<file path="src/rtl/ptp_pkg.sv">
package ptp_pkg;

  // ----------------------------------------------------------------
  // Bus geometry
  // ----------------------------------------------------------------
  localparam int unsigned ADDR_W = 8;
  localparam int unsigned DATA_W = 32;
  localparam int unsigned IDX_W  = 6;

  // Register indices; byte address is four times the index
  localparam logic [IDX_W-1:0] IDX_TIMER_CONTROL = 6'h2A;
  localparam logic [IDX_W-1:0] IDX_PRESCALE_LOW  = 6'h2B;
  localparam logic [IDX_W-1:0] IDX_RELOAD_HIGH   = 6'h2C;
  localparam logic [IDX_W-1:0] IDX_RELOAD_LOW    = 6'h2D;
  localparam logic [IDX_W-1:0] IDX_COUNT_HIGH    = 6'h2E;
  localparam logic [IDX_W-1:0] IDX_COUNT_LOW     = 6'h2F;
  localparam logic [IDX_W-1:0] IDX_CONFIG        = 6'h3C;
  localparam logic [IDX_W-1:0] IDX_COMMAND       = 6'h3D;
  localparam logic [IDX_W-1:0] IDX_STATUS        = 6'h3E;

  // ----------------------------------------------------------------
  // Field positions
  // ----------------------------------------------------------------
  localparam int unsigned TC_AUTO_START  = 7;
  localparam int unsigned TC_GATE_HI     = 6;
  localparam int unsigned TC_GATE_LO     = 5;
  localparam int unsigned TC_AUTO_RELOAD = 4;
  localparam int unsigned TC_PRE_HI      = 3;
  localparam int unsigned CF_EVEN_DIV    = 0;
  localparam int unsigned CF_MULTI_RX    = 1;
  localparam int unsigned CF_FIELD_START = 2;
  localparam int unsigned CM_START       = 0;
  localparam int unsigned CM_HALT        = 1;
  localparam int unsigned ST_ACTIVE      = 0;
  localparam int unsigned ST_ZERO        = 1;

  // Reset values
  localparam logic [7:0] RST_BYTE = 8'h00;
  localparam logic [2:0] RST_CFG  = 3'h0;

  // Gate sources
  typedef enum logic [1:0] {
    PTP_GATE_NONE = 2'h0,
    PTP_GATE_SIG  = 2'h1,
    PTP_GATE_AUX  = 2'h2,
    PTP_GATE_ADDR = 2'h3
  } ptp_gate_t;

  // Received bits after which the protocol stops the count
  localparam logic [2:0] RX_STOP_106   = 3'h5;
  localparam logic [2:0] RX_STOP_OTHER = 3'h4;

  // AXI responses
  localparam logic [1:0] RESP_OKAY   = 2'h0;
  localparam logic [1:0] RESP_SLVERR = 2'h2;

  // Nominal reference frequency feeding the divider
  localparam int unsigned REF_FREQ_KHZ = 13560;

endpackage

</file>
<file path="src/rtl/ptp_div_if.sv">
`timescale 1ns/10ps
`default_nettype none
// Link between the timer core and its reference divider
interface ptp_div_if;
  logic [11:0] prescale;
  logic        even_div;
  logic        run;
  logic        ref_tick;
  logic        timer_tick;

  modport ctrl (output prescale, output even_div, output run, output ref_tick,
                input timer_tick);
  modport div  (input prescale, input even_div, input run, input ref_tick,
                output timer_tick);
endinterface
`default_nettype wire

</file>
<file path="src/rtl/ptp_timer.sv">
// Behaviour
// - Auto start selected: start timer at end of every transmission.
// - Auto start plus field-on start: start when RF field switches on.
// - Auto start, no multi-frame: 106 kbit/s modes stop after fifth bit.
// - Auto start, no multi-frame: other modes stop after fourth bit.
// - Multi-frame reception on: reception never stops the timer.
// - Writing halt bit as 1 stops a running timer.
// - Auto start off: protocol events neither start nor stop it.
// - Gate field: none, signal input, aux pin one, address pin three.
// - Active flag reflects enable, not gate level; gate ignores the flag.
// - Auto reload on: restart countdown from reload value at zero.
// - Auto reload off: count down to zero, then set zero flag.
// - Even divide off: tick rate is reference over 2P+1.
// - Even divide on: tick rate is reference over 2P+2.
// - Prescaler is mode low nibble above prescale-low byte, 12 bits.
// - Even divide select resets to 0.
// - Sixteen-bit reload value held in two writable bytes.
// - Reload value is loaded at each start event and at each auto reload at zero.
// - Current count readable as two read-only bytes.
`timescale 1ns/10ps
`default_nettype none
module ptp_timer
  import ptp_pkg::*;
(
  input  wire logic              aclk,
  input  wire logic              aresetn,
  input  wire logic [ADDR_W-1:0] s_axi_awaddr,
  input  wire logic              s_axi_awvalid,
  output logic                   s_axi_awready,
  input  wire logic [DATA_W-1:0] s_axi_wdata,
  input  wire logic [3:0]        s_axi_wstrb,
  input  wire logic              s_axi_wvalid,
  output logic                   s_axi_wready,
  output logic [1:0]             s_axi_bresp,
  output logic                   s_axi_bvalid,
  input  wire logic              s_axi_bready,
  input  wire logic [ADDR_W-1:0] s_axi_araddr,
  input  wire logic              s_axi_arvalid,
  output logic                   s_axi_arready,
  output logic [DATA_W-1:0]      s_axi_rdata,
  output logic [1:0]             s_axi_rresp,
  output logic                   s_axi_rvalid,
  input  wire logic              s_axi_rready,
  input  wire logic              ref_clk_pin,
  input  wire logic              sig_input_pin,
  input  wire logic              aux_pin_one,
  input  wire logic              addr_pin_three,
  input  wire logic              tx_end,
  input  wire logic              rf_field_on,
  input  wire logic              rx_bit,
  input  wire logic              rx_mode_106,
  output logic                   count_active_flag,
  output logic                   countdown_zero_flag
);

  // Register index of a byte address
  function automatic logic [IDX_W-1:0] reg_index(input logic [ADDR_W-1:0] a);
    reg_index = a[ADDR_W-1:2];
  endfunction

  // ----------------------------------------------------------------
  // Pin synchronisers
  // ----------------------------------------------------------------
  logic [3:0] pin_meta;
  logic [3:0] pin_sync;
  logic       ref_prev;
  logic [3:0] next_pin_meta;
  logic [3:0] next_pin_sync;
  logic       next_ref_prev;

  // Two flops per pin; bit 3 is the reference clock
  always_comb
  begin
    next_pin_meta = {ref_clk_pin, addr_pin_three, aux_pin_one, sig_input_pin};
    next_pin_sync = pin_meta;
    next_ref_prev = pin_sync[3];
  end

  always_ff @(posedge aclk)
  begin
    if (!aresetn)
    begin
      pin_meta <= 4'h0;
      pin_sync <= 4'h0;
      ref_prev <= 1'b0;
    end
    else
    begin
      pin_meta <= next_pin_meta;
      pin_sync <= next_pin_sync;
      ref_prev <= next_ref_prev;
    end
  end

  // ----------------------------------------------------------------
  // Register write path
  // ----------------------------------------------------------------
  logic             aw_held, w_held;
  logic [IDX_W-1:0] aw_idx;
  logic [7:0]       w_byte;
  logic             w_lane0;
  logic [7:0]       timer_control_reg, prescale_low_reg, reload_high_reg, reload_low_reg;
  logic [2:0]       config_reg;
  logic             next_aw_held, next_w_held, next_lane0;
  logic [IDX_W-1:0] next_aw_idx;
  logic [7:0]       next_w_byte;
  logic [7:0]       next_tc, next_pl, next_rh, next_rl;
  logic [2:0]       next_cfg;
  logic             next_awready, next_wready, next_bvalid;
  logic [1:0]       next_bresp;
  logic             wr_fire, wr_hit, wr_map;
  logic             sw_start, sw_halt, sw_zero_clr;

  // Address and data are taken in either order; write once both are held
  always_comb
  begin
    next_aw_held = aw_held;
    next_w_held  = w_held;
    next_aw_idx  = aw_idx;
    next_w_byte  = w_byte;
    next_lane0   = w_lane0;
    next_tc      = timer_control_reg;
    next_pl      = prescale_low_reg;
    next_rh      = reload_high_reg;
    next_rl      = reload_low_reg;
    next_cfg     = config_reg;
    next_bvalid  = s_axi_bvalid;
    next_bresp   = s_axi_bresp;
    if (s_axi_awvalid && s_axi_awready)
    begin
      next_aw_held = 1'b1;
      next_aw_idx  = reg_index(s_axi_awaddr);
    end
    if (s_axi_wvalid && s_axi_wready)
    begin
      next_w_held = 1'b1;
      next_w_byte = s_axi_wdata[7:0];
      next_lane0  = s_axi_wstrb[0];
    end
    wr_fire = aw_held && w_held && !s_axi_bvalid;
    wr_map  = aw_idx inside {IDX_TIMER_CONTROL, IDX_PRESCALE_LOW, IDX_RELOAD_HIGH,
                             IDX_RELOAD_LOW, IDX_COUNT_HIGH, IDX_COUNT_LOW,
                             IDX_CONFIG, IDX_COMMAND, IDX_STATUS};
    wr_hit  = wr_fire && w_lane0;
    if (wr_fire)
    begin
      next_aw_held = 1'b0;
      next_w_held  = 1'b0;
      next_bvalid  = 1'b1;
      next_bresp   = wr_map ? RESP_OKAY : RESP_SLVERR;
      if (wr_hit)
      begin
        case (aw_idx)
          IDX_TIMER_CONTROL: next_tc = w_byte;
          IDX_PRESCALE_LOW:  next_pl = w_byte;
          IDX_RELOAD_HIGH:   next_rh = w_byte;
          IDX_RELOAD_LOW:    next_rl = w_byte;
          IDX_CONFIG:        next_cfg = w_byte[2:0];
          default:           next_cfg = config_reg;
        endcase
      end
    end
    else if (s_axi_bvalid && s_axi_bready)
    begin
      next_bvalid = 1'b0;
    end
    sw_start    = wr_hit && (aw_idx == IDX_COMMAND) && w_byte[CM_START];
    sw_halt     = wr_hit && (aw_idx == IDX_COMMAND) && w_byte[CM_HALT];
    sw_zero_clr = wr_hit && (aw_idx == IDX_STATUS) && w_byte[ST_ZERO];
    next_awready = !next_aw_held && !next_bvalid;
    next_wready  = !next_w_held && !next_bvalid;
  end

  always_ff @(posedge aclk)
  begin
    if (!aresetn)
    begin
      aw_held           <= 1'b0;
      w_held            <= 1'b0;
      aw_idx            <= '0;
      w_byte            <= RST_BYTE;
      w_lane0           <= 1'b0;
      timer_control_reg <= RST_BYTE;
      prescale_low_reg  <= RST_BYTE;
      reload_high_reg   <= RST_BYTE;
      reload_low_reg    <= RST_BYTE;
      config_reg        <= RST_CFG;
      s_axi_awready     <= 1'b1;
      s_axi_wready      <= 1'b1;
      s_axi_bvalid      <= 1'b0;
      s_axi_bresp       <= RESP_OKAY;
    end
    else
    begin
      aw_held           <= next_aw_held;
      w_held            <= next_w_held;
      aw_idx            <= next_aw_idx;
      w_byte            <= next_w_byte;
      w_lane0           <= next_lane0;
      timer_control_reg <= next_tc;
      prescale_low_reg  <= next_pl;
      reload_high_reg   <= next_rh;
      reload_low_reg    <= next_rl;
      config_reg        <= next_cfg;
      s_axi_awready     <= next_awready;
      s_axi_wready      <= next_wready;
      s_axi_bvalid      <= next_bvalid;
      s_axi_bresp       <= next_bresp;
    end
  end

  // ----------------------------------------------------------------
  // Timer core
  // ----------------------------------------------------------------
  ptp_div_if  dvi ();
  logic [15:0] count_now, next_count;
  logic [15:0] reload_value;
  logic [2:0]  rx_bits, next_rx_bits;
  logic        field_prev, next_active, next_zero;
  logic        auto_start_sel, auto_reload_sel, multi_frame_rx, field_on_start;
  logic        gate_open, start_evt, rx_stop, zero_evt;
  ptp_gate_t   gate_source_sel;

  ptp_divider ptp_divider_inst (
    .aclk    (aclk),
    .aresetn (aresetn),
    .dv      (dvi.div)
  );

  assign dvi.prescale = {timer_control_reg[TC_PRE_HI:0], prescale_low_reg};
  assign dvi.even_div = config_reg[CF_EVEN_DIV];
  assign dvi.run      = count_active_flag;
  assign dvi.ref_tick = pin_sync[3] && !ref_prev;

  // Start, stop, gate and countdown decisions; halt beats start beats stop
  always_comb
  begin
    auto_start_sel  = timer_control_reg[TC_AUTO_START];
    gate_source_sel = ptp_gate_t'(timer_control_reg[TC_GATE_HI:TC_GATE_LO]);
    auto_reload_sel = timer_control_reg[TC_AUTO_RELOAD];
    multi_frame_rx  = config_reg[CF_MULTI_RX];
    field_on_start  = config_reg[CF_FIELD_START];
    reload_value    = {reload_high_reg, reload_low_reg};
    case (gate_source_sel)
      PTP_GATE_NONE: gate_open = 1'b1;
      PTP_GATE_SIG:  gate_open = pin_sync[0];
      PTP_GATE_AUX:  gate_open = pin_sync[1];
      PTP_GATE_ADDR: gate_open = pin_sync[2];
      default:       gate_open = 1'b1;
    endcase
    start_evt = sw_start || (auto_start_sel && (tx_end
                || (field_on_start && rf_field_on && !field_prev)));
    rx_stop   = auto_start_sel && !multi_frame_rx && count_active_flag && rx_bit
                && (3'(rx_bits + 3'h1) == (rx_mode_106 ? RX_STOP_106
                                                        : RX_STOP_OTHER));
    zero_evt  = count_active_flag && gate_open && dvi.timer_tick && (count_now == 16'h0000);
    next_count   = count_now;
    next_active  = count_active_flag;
    next_rx_bits = rx_bits;
    next_zero    = countdown_zero_flag;
    if (count_active_flag && rx_bit && rx_bits != RX_STOP_106)
    begin
      next_rx_bits = 3'(rx_bits + 3'h1);
    end
    if (sw_zero_clr)
    begin
      next_zero = 1'b0;
    end
    if (zero_evt)
    begin
      next_zero = 1'b1;  // Set wins over a same-cycle clear
    end
    if (sw_halt)
    begin
      next_active = 1'b0;
    end
    else if (start_evt)
    begin
      next_active  = 1'b1;
      next_count   = reload_value;
      next_rx_bits = 3'h0;
    end
    else if (rx_stop)
    begin
      next_active = 1'b0;
    end
    else if (zero_evt)
    begin
      if (auto_reload_sel)
      begin
        next_count = reload_value;
      end
      else
      begin
        next_active = 1'b0;
      end
    end
    else if (count_active_flag && gate_open && dvi.timer_tick)
    begin
      next_count = 16'(count_now - 16'h0001);
    end
  end

  // Active flag tracks the enable only, so the gate pin never shows in it
  always_ff @(posedge aclk)
  begin
    if (!aresetn)
    begin
      count_now           <= 16'h0000;
      count_active_flag   <= 1'b0;
      countdown_zero_flag <= 1'b0;
      rx_bits             <= 3'h0;
      field_prev          <= 1'b0;
    end
    else
    begin
      count_now           <= next_count;
      count_active_flag   <= next_active;
      countdown_zero_flag <= next_zero;
      rx_bits             <= next_rx_bits;
      field_prev          <= rf_field_on;
    end
  end

  // ----------------------------------------------------------------
  // Register read path
  // ----------------------------------------------------------------
  logic              next_arready, next_rvalid;
  logic [DATA_W-1:0] next_rdata;
  logic [1:0]        next_rresp;
  logic [7:0]        rd_byte;
  logic              rd_map;

  // Data is sampled at the address handshake, answer one cycle later
  always_comb
  begin
    rd_map = 1'b1;
    case (reg_index(s_axi_araddr))
      IDX_TIMER_CONTROL: rd_byte = timer_control_reg;
      IDX_PRESCALE_LOW:  rd_byte = prescale_low_reg;
      IDX_RELOAD_HIGH:   rd_byte = reload_high_reg;
      IDX_RELOAD_LOW:    rd_byte = reload_low_reg;
      IDX_COUNT_HIGH:    rd_byte = count_now[15:8];
      IDX_COUNT_LOW:     rd_byte = count_now[7:0];
      IDX_CONFIG:        rd_byte = {5'h00, config_reg};
      IDX_COMMAND:       rd_byte = 8'h00;
      IDX_STATUS:        rd_byte = {6'h00, countdown_zero_flag, count_active_flag};
      default:
      begin
        rd_byte = 8'h00;
        rd_map  = 1'b0;
      end
    endcase
    next_arready = s_axi_arready;
    next_rvalid  = s_axi_rvalid;
    next_rdata   = s_axi_rdata;
    next_rresp   = s_axi_rresp;
    if (s_axi_arvalid && s_axi_arready)
    begin
      next_arready = 1'b0;
      next_rvalid  = 1'b1;
      next_rdata   = {24'h000000, rd_byte};
      next_rresp   = rd_map ? RESP_OKAY : RESP_SLVERR;
    end
    else if (s_axi_rvalid && s_axi_rready)
    begin
      next_arready = 1'b1;
      next_rvalid  = 1'b0;
    end
  end

  always_ff @(posedge aclk)
  begin
    if (!aresetn)
    begin
      s_axi_arready <= 1'b1;
      s_axi_rvalid  <= 1'b0;
      s_axi_rdata   <= '0;
      s_axi_rresp   <= RESP_OKAY;
    end
    else
    begin
      s_axi_arready <= next_arready;
      s_axi_rvalid  <= next_rvalid;
      s_axi_rdata   <= next_rdata;
      s_axi_rresp   <= next_rresp;
    end
  end
endmodule // ptp_timer
`default_nettype wire

</file>
<file path="src/rtl/ptp_divider.sv">
`timescale 1ns/10ps
`default_nettype none
module ptp_divider
  import ptp_pkg::*;
(
  input  wire logic aclk,
  input  wire logic aresetn,
  ptp_div_if.div    dv
);

  logic [12:0] cnt;
  logic [12:0] next_cnt;
  logic        tick;
  logic        next_tick;
  logic [12:0] last;

  // ----------------------------------------------------------------
  // Divide reference ticks by 2P+1, or 2P+2 in even mode
  // ----------------------------------------------------------------
  always_comb
  begin
    last      = {dv.prescale, dv.even_div};
    next_cnt  = cnt;
    next_tick = 1'b0;
    if (!dv.run)
    begin
      next_cnt = '0;  // Restart phase so each start from a stopped timer sees a full period
    end
    else if (dv.ref_tick)
    begin
      if (cnt == last)
      begin
        next_cnt  = '0;
        next_tick = 1'b1;
      end
      else
      begin
        next_cnt = cnt + 13'h1;
      end
    end
  end

  // Register divider state
  always_ff @(posedge aclk)
  begin
    if (!aresetn)
    begin
      cnt  <= '0;
      tick <= 1'b0;
    end
    else
    begin
      cnt  <= next_cnt;
      tick <= next_tick;
    end
  end

  assign dv.timer_tick = tick;
endmodule // ptp_divider
`default_nettype wire

</file>
<file path="config.mk">
export PLATFORM = sky130hd
export DESIGN_NAME = ptp_timer
export DESIGN_NICKNAME = d
export VERILOG_FILES = /design/src/rtl/ptp_pkg.sv /design/src/rtl/ptp_div_if.sv /design/src/rtl/ptp_timer.sv /design/src/rtl/ptp_divider.sv
export SDC_FILE = /design/constraint.sdc
export NUM_CORES = 1
export LEC_CHECK = 0
export BUFFER_PORTS_ARGS = -buffer_cell sky130_fd_sc_hd__buf_2
export CAP_MARGIN = 20
export CORE_UTILIZATION = 43
export CTS_CLUSTER_SIZE = 12
export DETAILED_ROUTE_END_ITERATION = 7
export GPL_TIMING_DRIVEN = 1
export PLACE_DENSITY = 0.64
export REMOVE_ABC_BUFFERS = 1
export SYNTH_ARGS = -nofsm -noshare
export SYNTH_HDL_FRONTEND = slang
export SYNTH_HIERARCHICAL = 1
export SYNTH_SLANG_ARGS = --single-unit
</file>
<file path="constraint.sdc">
create_clock -name aclk -period 4.4 [get_ports aclk]
set_clock_uncertainty 0.05 [all_clocks]
set_input_delay 0.88 -clock aclk [delete_from_list [all_inputs] [get_ports aclk]]
set_output_delay 0.88 -clock aclk [all_outputs]
set_load 0.03 [all_outputs]
</file>
==> results of run 1 <==
## critical path: stages
cell	delay (ns)
buf_2	0.10
and3b_1	0.14
o21ai_0	0.26
nand2_1	0.23
nor2_4	0.64
mux2i_1	0.31
o32ai_2	0.10
## how the worst min path moves through the flow
stage | from | to | slack [ns] | cells past startpoint
6_report | next_pin_sync[3]$_SDFF_PN0_ | pin_sync[3]$_SDFF_PN0_ | 0.39 | 1
5_1_grt | next_pin_sync[2]$_SDFF_PN0_ | pin_sync[2]$_SDFF_PN0_ | 0.42 | 1
4_1_cts | next_pin_sync[2]$_SDFF_PN0_ | pin_sync[2]$_SDFF_PN0_ | 0.40 | 1
3_5_place_dp | next_pin_sync[3]$_SDFF_PN0_ | pin_sync[3]$_SDFF_PN0_ | 0.37 | 1
3_3_place_gp | next_pin_sync[3]$_SDFF_PN0_ | pin_sync[3]$_SDFF_PN0_ | 0.38 | 1
2_1_floorplan | next_pin_sync[0]$_SDFF_PN0_ | pin_sync[0]$_SDFF_PN0_ | 0.36 | 1
## logic make-up after synthesis
group	after synthesis	share of synthesized area [%]
muxes	66	13.4
buffers and inverters	59	6.01
adders and majority gates	5	1.12
other	1	0.0670
AOI/OAI and AO/OA	97	12.0
xor gates and xnor gates	28	4.38
DFF	112	40.0
and+or+nand+nor	257	23.0
## metal layers
metal  vias to the layer above  part of all wire [%]  track usage (%)
li1                       2219                     -                -
met1                      2154                    46             29.2
met2                       115                    46             34.6
met3                        20                   5.2             5.66
met4                         0                   2.0             7.35
met5                         -                     0                0
## power groups by stage
stage / combinational, W / clock, W / sequential, W
after floorplan: 0.0000858 / 0 / 0.00109
after global placement: 0.000155 / 0 / 0.00108
after detailed placement: 0.000157 / 0 / 0.00108
after CTS: 0.000159 / 0.000810 / 0.00106
after global routing: 0.000174 / 0.000848 / 0.00106
final: 0.000157 / 0.000787 / 0.00106
## Yosys cell counts (5+ instances only)
library cell / number / share of area, %
nor3_1: 27 / 2.4
inv_1: 6 / 0.40
ha_1: 5 / 1.1
xor2_1: 9 / 1.4
or2_2: 5 / 0.56
buf_4: 27 / 3.6
xnor2_1: 19 / 3.0
o32ai_2: 7 / 2.0
mux4_2: 7 / 2.8
mux2i_1: 59 / 11
nor3b_1: 6 / 0.80
or3_1: 11 / 1.2
o21ai_0: 13 / 1.2
clkbuf_1: 18 / 1.2
nand2_1: 74 / 5.0
a21oi_1: 45 / 4.0
buf_2: 5 / 0.45
o22ai_1: 6 / 0.67
nand4_1: 6 / 0.67
nor2_1: 69 / 4.6
nor2b_1: 6 / 0.67
and2_1: 14 / 1.6
and3_1: 6 / 0.67
dfxtp_1: 112 / 40
nand3_1: 10 / 0.89
## cell type report
| cell class | count | area, um2 | area share, % |
|---|---|---|---|
| multi-input cells | 479 | 3120 | 50.6 |
| clock inverters | 6 | 53.8 | 0.873 |
| repair buffers | 55 | 283 | 4.59 |
| flip-flops and latches | 112 | 2240 | 36.4 |
| well taps | 172 | 215 | 3.49 |
| clock buffers | 9 | 225 | 3.66 |
| inverters | 7 | 26.3 | 0.426 |
## through the flow
stage / total power, W / util (%) / instance area, um2 / setup WS [ns] / instances
floorplan: 0.00118 / - / 5380 / 1.97 / 598
global placement: 0.00124 / 46.4 / 5880 / 1.56 / 825
detailed placement: 0.00124 / 46.4 / 5880 / 1.55 / 825
CTS: 0.00203 / 48.6 / 6160 / 1.92 / 840
global route: 0.00209 / 48.6 / 6160 / 1.74 / 840
finish: 0.00200 / 48.6 / 6160 / 1.90 / 840
==> impl_results.md, run 1 <==
- DR vias: ~4500
- Routability cong.: slightly below 0.9
- Count of unique library cells instantiated by Yosys: 60
- Max_cap viols: 0
- RSZ-0062 raised after global routing: no
- Area delta synth->final: 10.0%
- Reg-to-reg critical path endpoint: count_now[14]$_SDFFE_PN0P_
- CP Class: in2reg
- Crit end category: flop
- Biggest regs: count_now (16), ptp_divider_inst/cnt (13)
- Switching power: around 0.00053 W
- Startpoint Class: primary input
- EDFF count, synth: 0
- Sequential share of the synthesized area: between 40 and 50%
- Asr flop ratio synth: 0%
- P_int: about 0.0015 W
- Syn Area/Cell: between 8 and 9 um2
- Max VDD drop: 0.000253 V
- Remaining Overflow, GRT: 0
- Wire per inst: between 15 and 20 um
- Setup TNS: 0 ns
- Global-route wire length before repair: between 20000 and 25000 um
- #FFs+latches synth: around 110
- Peak Freq: around 400 MHz
- CTS Sinks: 112
- Fin nets: about 740
- CP arrival: around 2.7 ns
- Period Utilization, post-route: approximately 57%
- Final antenna-violating net count: 0
- Via density: roughly 5.4
- Hold slack: 0.393 ns
- Die width: 116 um
- Post-CTS setup buffer count: 0
- Fill cell count: approximately 1300
- Cell Rows: approximately 40
- Clock-pin slew on the worst setup and hold paths: 0.07 ns
- Max Transition Viols Final: 0
- Port Buffer Count: 52
- DIE AREA: about 0.013 mm2
- Pwr Density: between 300 and 400 mW/mm2
- ANT cells: 0
- Minimum clock period after layout: between 2 and 2.5 ns
- Vias in the first global route: roughly 4200
- Largest net degree at the start of global routing: a little over 40
- Total CTS buffers: 9
- Critical path peak fanout: 25
- Sequential power share: 52.9%
- Syn. warnings: 6
- I/O Pins: 110
- Hold Vio Cnt, Final: 0
- DRT Pass-1 Iters: 4
- Sw frac: 26.5%
- Die Y: approximately 120 um
- Commonest non-fill, non-tap cell in the layout: dfxtp_1
- Share of layout cells above drive strength 1: 16.2%
- Commonest cells after routing, fill and taps aside: dfxtp_1 (112), nand2_1 (74), nor2_1 (69), mux2i_1 (59), buf_2 (52)
- Outcome: completed
- Root Driver: clkbuf_16
- Starting DRC count in detailed routing: 289
- CORE AREA: between 0.01 and 0.015 mm2
- Clock Tree Buf Depth: 2
- Largest register FFs: 16
- Primary FF master, synth: dfxtp_1
- Clk pwr share: between 30% and 40%
- R2r setup slk: approximately 2.0 ns
- H-tree levels: 3
- CP Capture Point: count_now[9]$_SDFFE_PN0P_
- R2R depth: 7
- Worst relative slew slack: between 30 and 40%
- Synth Cell Area: between 0.005 and 0.006 mm2
- FF-to-FF Start: count_now[0]$_SDFFE_PN0P_
- Clock latency on the worst-skew pair: 0.36 ns
- CTS tree: done
- Final setup vio count: 0
- Worst Path Required: between 4 and 5 ns
- Lkg Pwr: approximately 2.6 nW
- DRT Wirelength: around 14000 um
- Initial antenna violation count: 0
- Crit. Startpoint: rf_field_on
- Combinational Power Share: 7.8%
- Post-cts repair resize count: 0
- Detailed Place HPWL: between 10000 and 15000 um
- Syn Inst Count: between 600 and 700
- Worst slew pin tran: 0.954 ns
- Hold_buf cts: 0
- Initial Utilization: around 44%
- All-layer global routing usage: between 20% and 30%
- DRC: 0
- Hold Crit Class: reg2reg
- Reg with most FFs: count_now
No activity file was read; power rests on OpenSTA's default activity.
==> run 2, diff against run 1 <==
Settings changed: ABC_AREA set to 1, PLACE_DENSITY 0.64 to 0.65.
Clock period 4.4 ns to 2.2 ns, I/O delays scaled along.
==> impl_results.md, run 2 <==
- Lkg Pwr: 3.38 nW (+30%)
- Hold Startpoint: sig_input_pin
- Reg with most FFs: count_now
- Cell Rows: 43 (+4.9%)
- Worst slew pin tran: 0.574 ns (-0.380 ns)
- Die Y: 122 um (+5.3%)
- CTS Sinks: 112 (unchanged)
- Synth Cell Area: 0.00623 mm2 (+11%)
- R2r setup slk: 0.24 ns (-1.72 ns)
- Synth top area share: 36.0% (-4.0 points)
- Met1 usage: 29.2% (-0.042 points)
- Initial antenna violation count: 0 (unchanged)
- Met3 usage: 4.32% (-1.3 points)
- Fin nets: 1083 (+47%)
- Count of unique library cells instantiated by Yosys: 40 (-33%)
- CP max stage delay: 0.41 ns (-0.23 ns)
- Share of layout cells above drive strength 1: 14.3% (-1.9 points)
- Crit end category: flop
- Critical path peak fanout: 13 (-48%)
- Hold Crit Class: in2reg
- Met2 Use GR: 35.0% (+0.37 points)
- #FFs+latches synth: 112 (unchanged)
- GRT busiest layer: met2
- Hold Vio Cnt, Final: 0 (unchanged)
- Setup TNS: 0 ns (unchanged)
- Cell with the most instances after synthesis: nand2_1
- DRT Pass-1 Iters: 5 (+1)
- Largest net degree at the start of global routing: 37 (-9.8%)
- RSZ-0062 raised after global routing: no
- Max VDD drop: 0.000552 V (+120%)
- WHS Path Cells: 3 (+2)
- CORE AREA: 0.0140 mm2 (+10%)
- WP buf/inv: 2 (+1)
- Commonest cells after routing, fill and taps aside: nand2_1 (266), nor2_1 (125), dfxtp_1 (112), inv_1 (107), nand3_1 (58)
- Remaining Overflow, GRT: 0 (unchanged)
- Total CTS buffers: 9 (unchanged)
- Worst Path Required: 2.40 ns (-2.19 ns)
- Multi-input logic area: 0.00327 mm2 (+5.1%)
- Fill cell count: 1502 (+19%)
- Syn Inst Count: 950 (+52%)
- DRC: 0 (unchanged)
- Top cell type by total area after synthesis: dfxtp_1
- Peak Freq: ~500 MHz
- DR vias: 5825 (+29%)
- Final setup vio count: 0 (unchanged)
- DIE AREA: 0.0150 mm2 (+11%)
- Reg-to-reg critical path endpoint: count_now[4]$_SDFFE_PN0P_
- Sequential share of the synthesized area: 36.0% (-4.0 points)
- Outcome: completed
- Final Power: 0.00409 W (+100%)
- All-layer global routing usage: 21.8% (-0.12 points)
- Max Transition Viols Final: 0 (unchanged)
- Biggest regs: count_now (16), ptp_divider_inst/cnt (13)
- Routability cong.: 0.914 (+4.8%)
- H-tree levels: 3 (unchanged)
- R2R depth: 10 (+3)
- CP max-delay cell: dfxtp_1
- CP Class: reg2reg
- Port Buffer Count: 52 (unchanged)
- Area delta synth->final: 11.8%
- CP arrival: 2.15 ns (-0.54 ns)
- Worst Hold End: next_pin_sync[0]$_SDFF_PN0_
- Leading post-synthesis cells by cell area: dfxtp_1 (36%), nand2_1 (16%), nor2_1 (7.5%), inv_1 (6.5%), nand3_1 (4.7%)
- FF-to-FF Start: aw_idx[0]$_SDFFE_PN0P_
- Syn. warnings: 6 (unchanged)
- Max_cap viols: 0 (unchanged)
- Cell family with most CP delay: simple AND/OR/NAND/NOR gates
- Clock latency on the worst-skew pair: 0.36 ns (about the same)
- EDFF count, synth: 0 (unchanged)
- Wire per inst: 13.3 um (-20%)
- Vias in the first global route: 5128 (+22%)
- Pwr Density: 588 mW/mm2 (+81%)
- Starting DRC count in detailed routing: 501 (+73%)
- Period Utilization, post-route: 89.0%
- Clock Tree Buf Depth: 2 (unchanged)
- DRT Wirelength: 15900 um (+15%)
- Asr flop ratio synth: 0% (unchanged)
- Detailed Place HPWL: 12100 um (+18%)
- I/O Pins: 110 (unchanged)
- Minimum clock period after layout: about 2.0 ns
- Initial Utilization: 44.5% (+0.31 points)
- Global-route wire length before repair: 25200 um (+13%)
- Commonest non-fill, non-tap cell in the layout: nand2_1
- Final antenna-violating net count: 0 (unchanged)
- Hold_buf cts: 0 (unchanged)
- Root Driver: clkbuf_16
- Register area: 0.00224 mm2 (unchanged)
- ANT cells: 0 (unchanged)
- Startpoint Class: flop
- Final core utilization: 49.7% (+1.1 points)
- Largest register FFs: 16 (unchanged)
- Post-cts repair resize count: 0 (unchanged)
- CTS tree: done
- Worst relative slew slack: 61.7% (+25 points)
- Most instantiated cells after synthesis: nand2_1 (266), nor2_1 (125), dfxtp_1 (112)
- Post-CTS setup buffer count: 0 (unchanged)
- Via density: 4.87 (-9.2%)
- Die width: 122 um (+5.3%)
- Primary FF master, synth: dfxtp_1
- Clock-pin slew on the worst setup and hold paths: 0.08 ns (about the same)
- Syn Area/Cell: 6.55 um2 (-27%)
- Cell chain of the critical path: inv_2, nor2_2, nand3_1, nor2_2, a21oi_1, buf_4, nand3_1, nand3_2, nor2_1, nor2_1
[run 2: worst max-delay path by stage]
stage	start	to	depth (start not counted)	slack, ns
global placement	rf_field_on	count_now[1]$_SDFFE_PN0P_	9	0.30
floorplan	s_axi_bvalid$_SDFF_PN0_	count_now[13]$_SDFFE_PN0P_	11	0.40
CTS	aw_idx[0]$_SDFFE_PN0P_	count_now[4]$_SDFFE_PN0P_	10	0.26
detailed placement	aw_idx[0]$_SDFFE_PN0P_	count_now[0]$_SDFFE_PN0P_	10	0.28
global route	count_now[8]$_SDFFE_PN0P_	count_now[5]$_SDFFE_PN0P_	11	0.03
finish	aw_idx[0]$_SDFFE_PN0P_	count_now[4]$_SDFFE_PN0P_	10	0.24
[run 2: cells by family after synthesis]
logic type | after synthesis | synth area share [%]
flops | 112 | 36.0
buf+inv | 173 | 12.9
other cells | 1 | 0.0602
compound gates | 127 | 11.3
mux | 1 | 0.161
simple gates | 511 | 35.7
fa+ha+maj | 5 | 1.00
xor+xnor | 20 | 2.81
[run 2: cell type report]
| type | instances | area share, % |
|---|---|---|
| clock buffer | 9 | 3.24 |
| clock inverter | 7 | 1.10 |
| inverter | 121 | 6.53 |
| multi-input combinational | 690 | 47.1 |
| sequential | 112 | 32.2 |
| tap | 180 | 3.24 |
| timing repair buffer | 77 | 6.62 |
[run 2: metal layers]
metal	share of wire, %	wire length, um
met3	4.7	739
met2	45	7100
met1	49	7700
met4	2.1	337
met5	0	0
[run 2: per-stage QoR]
stage          hold slack, ns  cells  area [um2]  worst slack (ns)
6_report                0.209   1196        6960             0.243
5_1_grt                 0.199   1196        6960            0.0270
3_3_place_gp            0.346   1180        6660             0.303
4_1_cts                 0.197   1196        6960             0.260
2_1_floorplan           0.340    923        5970             0.404
3_5_place_dp            0.349   1180        6660             0.282
[run 2: where the power goes]
part           leakage (nW)  total, W  switching [W]  internal [W]
clock                 0.146   0.00165       0.000848      0.000804
sequential            0.910   0.00211      0.0000316       0.00208
combinational          2.33  0.000329       0.000245     0.0000834
[run 2: worst reg2reg max path: stages, from the launching register on]
cell,delay (ns)
dfxtp_1,0.41
inv_2,0.09
nor2_2,0.11
nand3_1,0.12
nor2_2,0.15
a21oi_1,0.09
buf_4,0.16
nand3_1,0.08
nand3_2,0.31
nor2_1,0.22
nor2_1,0.06
==> run 3, diff against run 2 <==
Settings changed: PLACE_DENSITY 0.65 to 0.63.
Clock period 2.2 ns to 1.9 ns, I/O delays scaled along.
==> impl_results.md, run 3 (synthesized netlist as in run 2, its figures left out) <==
- Outcome: completed
- DRC: 0 (unchanged)
- Detailed Place HPWL: 12200 um (+0.31%)
- Worst Path Required: 2.11 ns (-0.29 ns)
- H-tree levels: 3 (unchanged)
- All-layer global routing usage: 22.2% (+0.40 points)
- Clock Tree Buf Depth: 2 (unchanged)
- DRT Pass-1 Iters: 5 (unchanged)
- Initial antenna violation count: 0 (unchanged)
- Period Utilization, post-route: 92.3% (+3.3 points)
- Largest register FFs: 16 (unchanged)
- FF-to-FF Start: count_now[8]$_SDFFE_PN0P_
- Vias in the first global route: 5171 (+0.84%)
- CP Class: reg2reg
- Wire per inst: 13.0 um (-2.1%)
- Commonest cells after routing, fill and taps aside: nand2_1 (266), nor2_1 (122), dfxtp_1 (110), inv_1 (105), nand3_1 (55)
- Hold Vio Cnt, Final: 0 (unchanged)
- Critical path peak fanout: 13 (unchanged)
- Final setup vio count: 0 (unchanged)
- Startpoint Class: flop
- Crit. Startpoint: count_now[8]$_SDFFE_PN0P_
- Hold slack: 0.142 ns (-0.0666 ns)
- Die Y: 122 um (unchanged)
- Hold Startpoint: sig_input_pin
- Remaining Overflow, GRT: 0 (unchanged)
- Initial Utilization: 44.5% (unchanged)
- I/O Pins: 110 (unchanged)
- CORE AREA: 0.0140 mm2 (unchanged)
- Commonest non-fill, non-tap cell in the layout: nand2_1
- Final core utilization: 52.2% (+2.4 points)
- Minimum clock period after layout: 1.75 ns (-0.203 ns)
- DIE AREA: 0.0150 mm2 (unchanged)
- GRT busiest layer: met2
- Met1 usage: 29.7% (+0.51 points)
- CP arrival: 1.96 ns (-0.19 ns)
- Largest net degree at the start of global routing: 33 (-11%)
- Area delta synth->final: 17.2%
- Met3 usage: 4.55% (+0.23 points)
- Biggest regs: count_now (16), ptp_divider_inst/cnt (13)
- Hold Crit Class: in2reg
- Hold_buf cts: 0 (unchanged)
- Routability cong.: 0.950 (+3.9%)
- Crit end category: flop
- ANT cells: 0 (unchanged)
- Max_cap viols: 0 (unchanged)
- Share of layout cells above drive strength 1: 17.8% (+3.6 points)
- Starting DRC count in detailed routing: 378 (-25%)
- Worst relative slew slack: 65.6% (+3.9 points)
- DR vias: 5915 (+1.5%)
- DRT Wirelength: 15900 um (+0.13%)
- CTS Sinks: 112 (unchanged)
- Clock-pin slew on the worst setup and hold paths: 0.08 ns (about the same)
- CTS tree: done
- Global-route wire length before repair: 25600 um (+1.7%)
- Root Driver: clkbuf_16
- Max VDD drop: 0.000609 V (+10%)
- Port Buffer Count: 52 (unchanged)
- Max Transition Viols Final: 0 (unchanged)
- Die width: 122 um (unchanged)
- Met2 Use GR: 35.2% (+0.21 points)
- Clock latency on the worst-skew pair: 0.36 ns (about the same)
- Lkg Pwr: 3.55 nW (+4.9%)
- Final antenna-violating net count: 0 (unchanged)
- Worst slew pin tran: 0.515 ns (-0.0590 ns)
- Pwr Density: 654 mW/mm2 (+11%)
- Total CTS buffers: 9 (unchanged)
- RSZ-0062 raised after global routing: yes
- Peak Freq: 570 MHz (+12%)
- Cell Rows: 43 (unchanged)
- Reg with most FFs: count_now
- Via density: 4.84 (-0.70%)
- Fin nets: 1110 (+2.5%)
## run 3: cell types whose count changed in the layout (fill, tap and decap cells not counted), sizes merged
cell	delta
buf	+27
clkinv	-4
inv	+2
clkbuf	+1
clkinvlp	+1
## run 3: per-stage QoR
step           instances  total power, W  cell area [um2]  TNS (ns)  worst slack, ns
3_3_place_gp        1199         0.00288             6810  -0.00316         -0.00316
2_1_floorplan        923         0.00273             5970         0            0.104
4_1_cts             1215         0.00483             7120         0           0.0551
6_report            1223         0.00477             7300         0            0.146
3_5_place_dp        1199         0.00288             6810         0           0.0305
5_1_grt             1223         0.00496             7300   -0.0290          -0.0158
## run 3: power by group
group	switching (W)	internal, W	total, W
Sequential	0.0000368	0.00240	0.00244
Combinational	0.000284	0.000100	0.000384
Clock	0.000970	0.000972	0.00194
## run 3: final cells by class
type | count | area (um2)
flip-flops and latches | 112 | 2240
inverters | 121 | 458
clock buffers | 10 | 239
clock inverters | 6 | 65.1
well taps | 180 | 225
fillers | 1432 | 6690
repair buffers | 104 | 713
multi-input cells | 690 | 3350
## run 3: what timing repair did
item / in CTS / in global routing
endpoints found under the setup margin: 0 / 26
gates resized for setup: 0 / 20
setup buffers: 0 / 8
## run 3: path summary, 6_finish.rpt
| check | endpoint | slack, ns | depth (start not counted) |
|---|---|---|---|
| worst min-delay path | next_pin_sync[0]$_SDFF_PN0_ | 0.14 | 3 |
| worst min register to register | pin_sync[0]$_SDFF_PN0_ | 0.37 | 2 |
| worst max-delay path | count_now[12]$_SDFFE_PN0P_ | 0.15 | 12 |
| worst max register to register | count_now[12]$_SDFFE_PN0P_ | 0.15 | 12 |
## run 3: critical path: stages, from the launching register on
cell     delay, ns
dfxtp_1       0.31
nor2_1        0.14
nand2_1       0.11
nor2_1        0.20
nand3_2       0.13
nor2_4        0.14
buf_4         0.13
nor2_4        0.04
buf_12        0.14
nand2_1       0.05
nand2_1       0.05
nor2_1        0.10
nor2_1        0.05
## run 3: layer usage
| layer | vias up | wire, um |
|---|---|---|
| li1 | 3123 | - |
| met1 | 2626 | 7620 |
| met2 | 137 | 7160 |
| met3 | 29 | 726 |
| met4 | 0 | 383 |
| met5 | - | 0 |
